$ cat src/rtl/tfc_pkg.sv
// package for the trace feature and ownership-tag register slice
// assumes a single 100 MHz register clock shared by every user of the package
package tfc_pkg;
  localparam int TFC_AW = 12;
  localparam int TFC_DW = 32;
  localparam int TFC_TAGS = 4;

  // register byte offsets, one aligned word each
  localparam logic [11:0] TFC_OFS_FEAT2 = 12'h000;
  localparam logic [11:0] TFC_OFS_FEAT3 = 12'h004;
  localparam logic [11:0] TFC_OFS_ITCTRL = 12'h008;
  localparam logic [11:0] TFC_OFS_TAGSET = 12'h00c;
  localparam logic [11:0] TFC_OFS_TAGCLR = 12'h010;

  // field positions
  localparam int TFC_COMP_LSB = 4;
  localparam int TFC_TRIG_LSB = 0;
  localparam int TFC_MAST_LSB = 0;
  localparam int TFC_IME_BIT = 0;

  // feature encodings
  localparam logic [1:0] TFC_COMP_UNDEF = 2'h0;
  localparam logic [1:0] TFC_COMP_NONE = 2'h1;
  localparam logic [1:0] TFC_COMP_ALWAYS = 2'h2;
  localparam logic [1:0] TFC_COMP_PROG = 2'h3;
  localparam logic [1:0] TFC_TRIG_UNDEF = 2'h0;
  localparam logic [1:0] TFC_TRIG_ABSENT = 2'h1;
  localparam logic [1:0] TFC_TRIG_PRESENT = 2'h2;

  // values after reset, the implemented-tag mask and the zero word
  localparam logic TFC_IME_RESET = 1'b0;
  localparam logic [TFC_TAGS-1:0] TFC_TAGS_RESET = 4'h0;
  localparam logic [TFC_TAGS-1:0] TFC_TAGS_IMPL = 4'hf;
  localparam logic [31:0] TFC_ZERO = 32'h0000_0000;

  typedef struct packed {
    logic valid;
    logic write;
    logic [TFC_AW-1:0] addr;
    logic [TFC_DW-1:0] wdata;
  } tfc_req_t;

  typedef struct packed {
    logic valid;
    logic [TFC_DW-1:0] rdata;
  } tfc_rsp_t;

  typedef enum logic [2:0] {
    TFC_SEL_NONE,
    TFC_SEL_FEAT2,
    TFC_SEL_FEAT3,
    TFC_SEL_ITCTRL,
    TFC_SEL_TAGSET,
    TFC_SEL_TAGCLR
  } tfc_sel_t;
endpackage

$ cat src/rtl/tfc_regs.sv
// feature, integration-mode and ownership-tag registers of the trace unit
// assumes a one-request-per-cycle register port; the answer follows one cycle later
`timescale 1ns/10ps
// Contract
// compression field reports 00 undefined, 01 none, 10 always, 11 programmable.
// trigger-enable register field reports 00 unindicated, 01 absent, 10 present.
// unlisted feature encodings are reserved and never reported.
// third feature word low half holds master count minus one; upper half zero.
// integration control bit 0 selects integration mode, resets to zero.
// software sets integration mode only while tracing is disabled.
// integration control present: writing one reads back one.
// ownership tags never block or alter access to other registers.
// at least four ownership tag bits are implemented.
// agent sets its tag, reads status, keeps ownership only if alone.
// tag-set read returns ones for implemented tags, zero above.
// writing ones to tag-set sets those tags.
// tag-clear read shows tags; writing ones clears those tags.
// reset clears every ownership tag.
// zeros and unimplemented positions leave tags unchanged.
// feature words are read-only constants; writes do nothing.
module tfc_regs
  import tfc_pkg::*;
#(
  parameter logic [1:0] COMPRESSION_SUPPORT = TFC_COMP_PROG,
  parameter logic [1:0] TRIGGER_ENABLE_REG_SUPPORT = TFC_TRIG_PRESENT,
  parameter logic [15:0] MASTER_COUNT_MINUS_ONE = 16'h0000
) (
  input wire logic clk,
  input wire logic reset,
  input wire tfc_req_t req,
  output tfc_rsp_t rsp_q,
  output logic integration_mode_q,
  output logic [TFC_TAGS-1:0] tags_q
);
  // a reserved trigger-field code would mislead probing software; fall back to undefined
  function automatic logic [1:0] trig_legal(input logic [1:0] code);
    trig_legal = (code == 2'h3) ? TFC_TRIG_UNDEF : code;
  endfunction

  function automatic tfc_sel_t decode(input logic [TFC_AW-1:0] addr);
    case (addr)
      TFC_OFS_FEAT2: decode = TFC_SEL_FEAT2;
      TFC_OFS_FEAT3: decode = TFC_SEL_FEAT3;
      TFC_OFS_ITCTRL: decode = TFC_SEL_ITCTRL;
      TFC_OFS_TAGSET: decode = TFC_SEL_TAGSET;
      TFC_OFS_TAGCLR: decode = TFC_SEL_TAGCLR;
      default: decode = TFC_SEL_NONE;
    endcase
  endfunction

  logic [TFC_DW-1:0] feat2_word;
  logic [TFC_DW-1:0] feat3_word;
  tfc_sel_t sel;
  logic wr;
  logic tag_set_en;
  logic tag_clr_en;
  logic ime_d;
  tfc_rsp_t rsp_d;

  always_comb begin
    feat2_word = TFC_ZERO;
    feat2_word[TFC_COMP_LSB +: 2] = COMPRESSION_SUPPORT;
    feat2_word[TFC_TRIG_LSB +: 2] = trig_legal(TRIGGER_ENABLE_REG_SUPPORT);
    feat3_word = TFC_ZERO;
    feat3_word[TFC_MAST_LSB +: 16] = MASTER_COUNT_MINUS_ONE;
  end

  assign sel = decode(req.addr);
  assign wr = req.valid && req.write;
  // tags are only strobed by their own decodes, so no other access sees them
  assign tag_set_en = wr && (sel == TFC_SEL_TAGSET);
  assign tag_clr_en = wr && (sel == TFC_SEL_TAGCLR);

  tfc_tag_bank u_tags (
    .clk(clk),
    .reset(reset),
    .set_en(tag_set_en),
    .clr_en(tag_clr_en),
    .mask(req.wdata[TFC_TAGS-1:0]),
    .tags_q(tags_q)
  );

  always_comb begin
    ime_d = integration_mode_q;
    if (wr && (sel == TFC_SEL_ITCTRL)) begin
      ime_d = req.wdata[TFC_IME_BIT];
    end
  end

  always_comb begin
    rsp_d.valid = req.valid;
    rsp_d.rdata = TFC_ZERO;
    if (req.valid && !req.write) begin
      case (sel)
        TFC_SEL_FEAT2: rsp_d.rdata = feat2_word;
        TFC_SEL_FEAT3: rsp_d.rdata = feat3_word;
        TFC_SEL_ITCTRL: rsp_d.rdata[TFC_IME_BIT] = integration_mode_q;
        TFC_SEL_TAGSET: rsp_d.rdata[TFC_TAGS-1:0] = TFC_TAGS_IMPL;
        TFC_SEL_TAGCLR: rsp_d.rdata[TFC_TAGS-1:0] = tags_q;
        default: rsp_d.rdata = TFC_ZERO;
      endcase
    end
  end

  always_ff @(posedge clk or posedge reset) begin
    if (reset) begin
      integration_mode_q <= TFC_IME_RESET;
      rsp_q <= '0;
    end else begin
      integration_mode_q <= ime_d;
      rsp_q <= rsp_d;
    end
  end

  logic [TFC_AW-1:0] rd_addr_q;
  logic rd_q;
  logic [TFC_TAGS-1:0] tags_prev_q;
  always_ff @(posedge clk or posedge reset) begin
    if (reset) begin
      rd_addr_q <= '0;
      rd_q <= 1'b0;
      tags_prev_q <= TFC_TAGS_RESET;
    end else begin
      rd_addr_q <= req.addr;
      rd_q <= req.valid && !req.write;
      tags_prev_q <= tags_q;
    end
  end
endmodule

$ cat src/rtl/tfc_tag_bank.sv
// ownership tag bits: write-one-to-set and write-one-to-clear
// assumes set and clear strobes come from distinct register decodes
`timescale 1ns/10ps
module tfc_tag_bank
  import tfc_pkg::*;
(
  input wire logic clk,
  input wire logic reset,
  input wire logic set_en,
  input wire logic clr_en,
  input wire logic [TFC_TAGS-1:0] mask,
  output logic [TFC_TAGS-1:0] tags_q
);
  logic [TFC_TAGS-1:0] tags_d;

  always_comb begin
    tags_d = tags_q;
    if (set_en) begin
      tags_d = tags_q | mask;
    end else if (clr_en) begin
      tags_d = tags_q & ~mask;
    end
  end

  always_ff @(posedge clk or posedge reset) begin
    if (reset) begin
      tags_q <= TFC_TAGS_RESET;
    end else begin
      tags_q <= tags_d;
    end
  end
endmodule

$ cat config.mk
export PLATFORM = sky130hd
export DESIGN_NAME = tfc_regs
export DESIGN_NICKNAME = d
export VERILOG_FILES = /design/src/rtl/tfc_pkg.sv /design/src/rtl/tfc_regs.sv /design/src/rtl/tfc_tag_bank.sv
export SDC_FILE = /design/constraint.sdc
export NUM_CORES = 1
export LEC_CHECK = 0
export ABC_CLOCK_PERIOD_IN_PS = 1800
export BUFFER_PORTS_ARGS = -buffer_cell sky130_fd_sc_hd__buf_4
export CAP_MARGIN = 20
export CORE_AREA = 5 5 52 54
export DETAILED_ROUTE_END_ITERATION = 6
export DIE_AREA = 0 0 57 59
export GPL_TIMING_DRIVEN = 0
export PLACE_DENSITY = 0.78
export SLEW_MARGIN = 5
export SYNTH_ARGS = -nofsm -noshare
export SYNTH_HDL_FRONTEND = slang
export SYNTH_SLANG_ARGS = --single-unit
$ cat constraint.sdc
create_clock -name clk -period 1.8 [get_ports clk]
set_input_delay 0.18 -clock clk [delete_from_list [all_inputs] [get_ports clk]]
set_output_delay 0.18 -clock clk [all_outputs]
set_load 0.05 [all_outputs]
======== After elaboration in Yosys (flattened, before gate mapping) ========
Index checks and enable logic that the tools add are counted.
Widths: inputs -> output; s select.
word-level totals
  register bits after elaboration ......... 38
  bits in latches ......................... 0
  RAM bits ................................ 0
  memory bits (read-only) ................. 0
  input port bits ......................... 48
  output and inout bits ................... 38
  memories ................................ 0
cells by class
  add/subtract/negate cells ............... 0
  $mul .................................... 0
  div/mod/pow operators ................... 0
  $lt $le $gt $ge ......................... 0
  eq/ne operators ......................... 8
  shift operators ......................... 0
  mux-type cells .......................... 7
  bitwise operators ....................... 3
  reductions and logical operators ........ 8
operator list
  operator             count
  $eq 12x4->1 const B  2
  $pmux 3 s5           1
  $eq 12x3->1 const B  1
  $eq 12x5->1 const B  1
  $logic_not 12->1     1
  $pmux 3 s3           1
  $mux 4               2
  $eq 3x3->1 const B   2
  $mux 6               1
  $logic_and 1x1->1    5
  $and 4x4->4          1
  $not 4->4            1
  $or 4x4->4           1
  $eq 3x1->1 const B   1
  $eq 3x2->1 const B   1
  $pmux 1 s3           1
  $mux 2               1
  $reduce_bool 2->1    1
  $logic_not 1->1      1

======== Longest topological paths before layout ========
  depth in word-level cells ............... 6
  gate-level depth with buffers ........... 4

======== Modules after synthesis ========
Synthesis repeated with hierarchy kept, for this count alone.
unflattened totals
  cells, all modules ...................... 74
  area, all modules ....................... 720.7 sq um
by module, submodules not included
  module        instances  cells each  area an instance (sq um)  seq. area each (sq um)
  tfc_regs      1          61          566.8                     175.2
  tfc_tag_bank  1          13          153.9                     100.1

======== Worst setup path before layout ========
No wires, ideal clock.
  path kind ............................... in2reg
  start point ............................. in req[41] (netlist name)
  end point ............................... reg (tool-made name)
  setup time .............................. 125 ps
  arrival ................................. 1619 ps
  data required time ...................... 1675 ps
  slack ................................... 57 ps
  stages on the path ...................... 4
  path through ............................ or4_4 or3_1 a211o_1 mux2_2
RTL lines
  item         line            text
  from (decl)  tfc_regs.sv:30  input wire tfc_req_t req,

==> summary.txt <==
status: complete, no violations
Worst Clk Skew: 6.56 ps
post-DP HPWL: 1460 um
H-tree Lvls: 1
CP Launch Type: input pin
CTS tree: built
Yosys cell types: 21
Skew-Pair Late Insertion Delay: 260 ps
crit path cell chain: buf_4 -> or4_4 -> or3_1 -> a211o_1 -> mux2_2
Max VDD drop: 0.451 mV
Final GP Congestion: 0.817
Die X: 57 um
Syn Inst Count: 74
Worst EP arrival: 1820 ps
most frequent cells in the layout: buf_4 (58), conb_1 (26), dfrtp_1 (11), nand2_1 (5), mux2_2 (5)
Initial Util: 33.7%
HP Class: in2reg
Ys Warns: 0
Tot Pwr: 641 uW
Worst setup EP type: flip-flop
Initial DRT Pass Iterations: 3
Syn Std Cell Area: 732 um2
Hold Vio Cnt, Final: 0
flops & latches, synth: 11
Mapped Avg Cell Area: 9.89 um2
worst path bufs/invs: 1
leading cell type in the layout, fill and taps excluded: buf_4
hold slack final: 43.1 ps
CTS sink cnt: 11
final setup vio count: 0
maximum fanout along the worst path: 4
num rows: 17
power per cell area: 563 nW/um2
area grow syn2layout: 55.6%
P_leak: 0.650 nW
Die Y: 59 um
nets@finish: 184
RSZ-0062 raised after global routing: no
first-pass GRT wire length: 2700 um
gr ovfl total: 0
# IOs: 86
Fmax achieved: 0.598 GHz
Root Driver: clkbuf_4
Non-Filler Instances: 163
DRT Wirelength: 1630 um
routed via count: 605
final design utilization: 52.5%
Multi-input gate area: 349 um2
slowest CP cell: or4_4
period utilisation layout: 92.8%
core area: 2170 um2
CTS Buffer Depth: 2
CTS Buf Count: 3
share of layout cells above drive strength 1: 52.6%
CP required: 1950 ps
die area: 3360 um2
max_cap viols: 0
antenna violations before repair: 0
CP delay by family, top: simple AND/OR/NAND/NOR gates
vias per inst: 3.71
min cycle time layout: 1670 ps
Max stage delay on crit path: 540 ps
Crit Path Category: in2reg
share of the synthesized area in the top cell type: 37.6%
DRC viols: 0
Slew Viols, Final: 0
DP Cell Count: 158
First DRT Iteration DRCs: 4
main area contributors after synthesis: dfrtp_1 (38%), buf_4 (28%), mux2_2 (7.7%)
antenna-violating nets left: 0
number of global-route vias before repair: 663
Total GRT Usage: 10.5%
cell taking the most area after synthesis: dfrtp_1
drt wl/cell: 10.0 um
number of buffers added on ports: 31
# fillers: 204
Clock transition at path regs: 60 ps
largest net degree at the start of global routing: 12
Seq/Total Area, Yosys: 37.6%
antenna cell count: 0
FF/Latch Area: 275 um2
## kinds of logic after synthesis
logic type	count (synthesis)	share of synthesized area [%]
other	1	0.512
DFF	11	37.6
and+or+nand+nor	20	19.1
muxes	5	7.69
buffers and inverters	29	28.7
AOI/OAI and AO/OA	8	6.33
## power breakdown
part | switching (mW) | leakage [nW] | internal (mW) | total, mW
combinational | 0.159 | 0.484 | 0.0753 | 0.234
clock | 0.0721 | 0.0150 | 0.0855 | 0.158
sequential | 0.000564 | 0.151 | 0.249 | 0.249
## layer usage
layer	part of all wire (%)	global-route usage, %
met1	31	9.43
met2	55	20.1
met3	13	5.01
met4	1.5	3.97
met5	0	0
## through the flow
step	TNS (ps)	setup WS [ps]	cell area (um2)
3_3_place_gp	-846	-155	1090
4_1_cts	0	73.0	1130
6_report	0	129	1140
5_1_grt	0	114	1140
2_1_floorplan	0	56.5	826
3_5_place_dp	-971	-210	1090
## layout make-up
type                       count  area share [%]
inverter                       2           0.659
timing repair buffer          32            21.3
buffer                        27            17.8
clock buffer                   4            2.31
sequential                    11            24.2
tap                           28            3.08
multi-input combinational     59            30.7
## worst paths after layout
path,startpoint,endpoint,slack [ps],cells past startpoint
hold reg to reg,flip-flop,flip-flop,540,1
setup / recovery,req[41],flip-flop,130,5
hold / removal,req[45],rsp_q[32],40,1
max in group asynchronous,reset,rsp_q[32],1060,3
min in group asynchronous,reset,async pin,460,3
setup reg to reg,flip-flop,flip-flop,1010,1
## timing repair
action / in CTS / in global routing
resized for setup: 0 / 1
setup endpoints to repair: 0 / 1
hold buffers: 1 / 0
buffers inserted: 0 / 0
endpoints found under the hold margin: 11 / 0
## cells in the mapped netlist
master and instances:
nor4_4 1, dfrtp_1 11, or2_2 1, nor3b_1 1, or4_4 1, nor4_2 1
inv_1 2, a211o_1 1, buf_4 27, conb_1 1, nand3_1 4, nor2_1 1
o21ai_0 2, a21o_1 1, or3b_4 1, or3_1 2, mux2_2 5, a21oi_1 4
and3b_1 1, nor2b_1 1, nand2_1 5
Power figures use the tool's default switching activity.
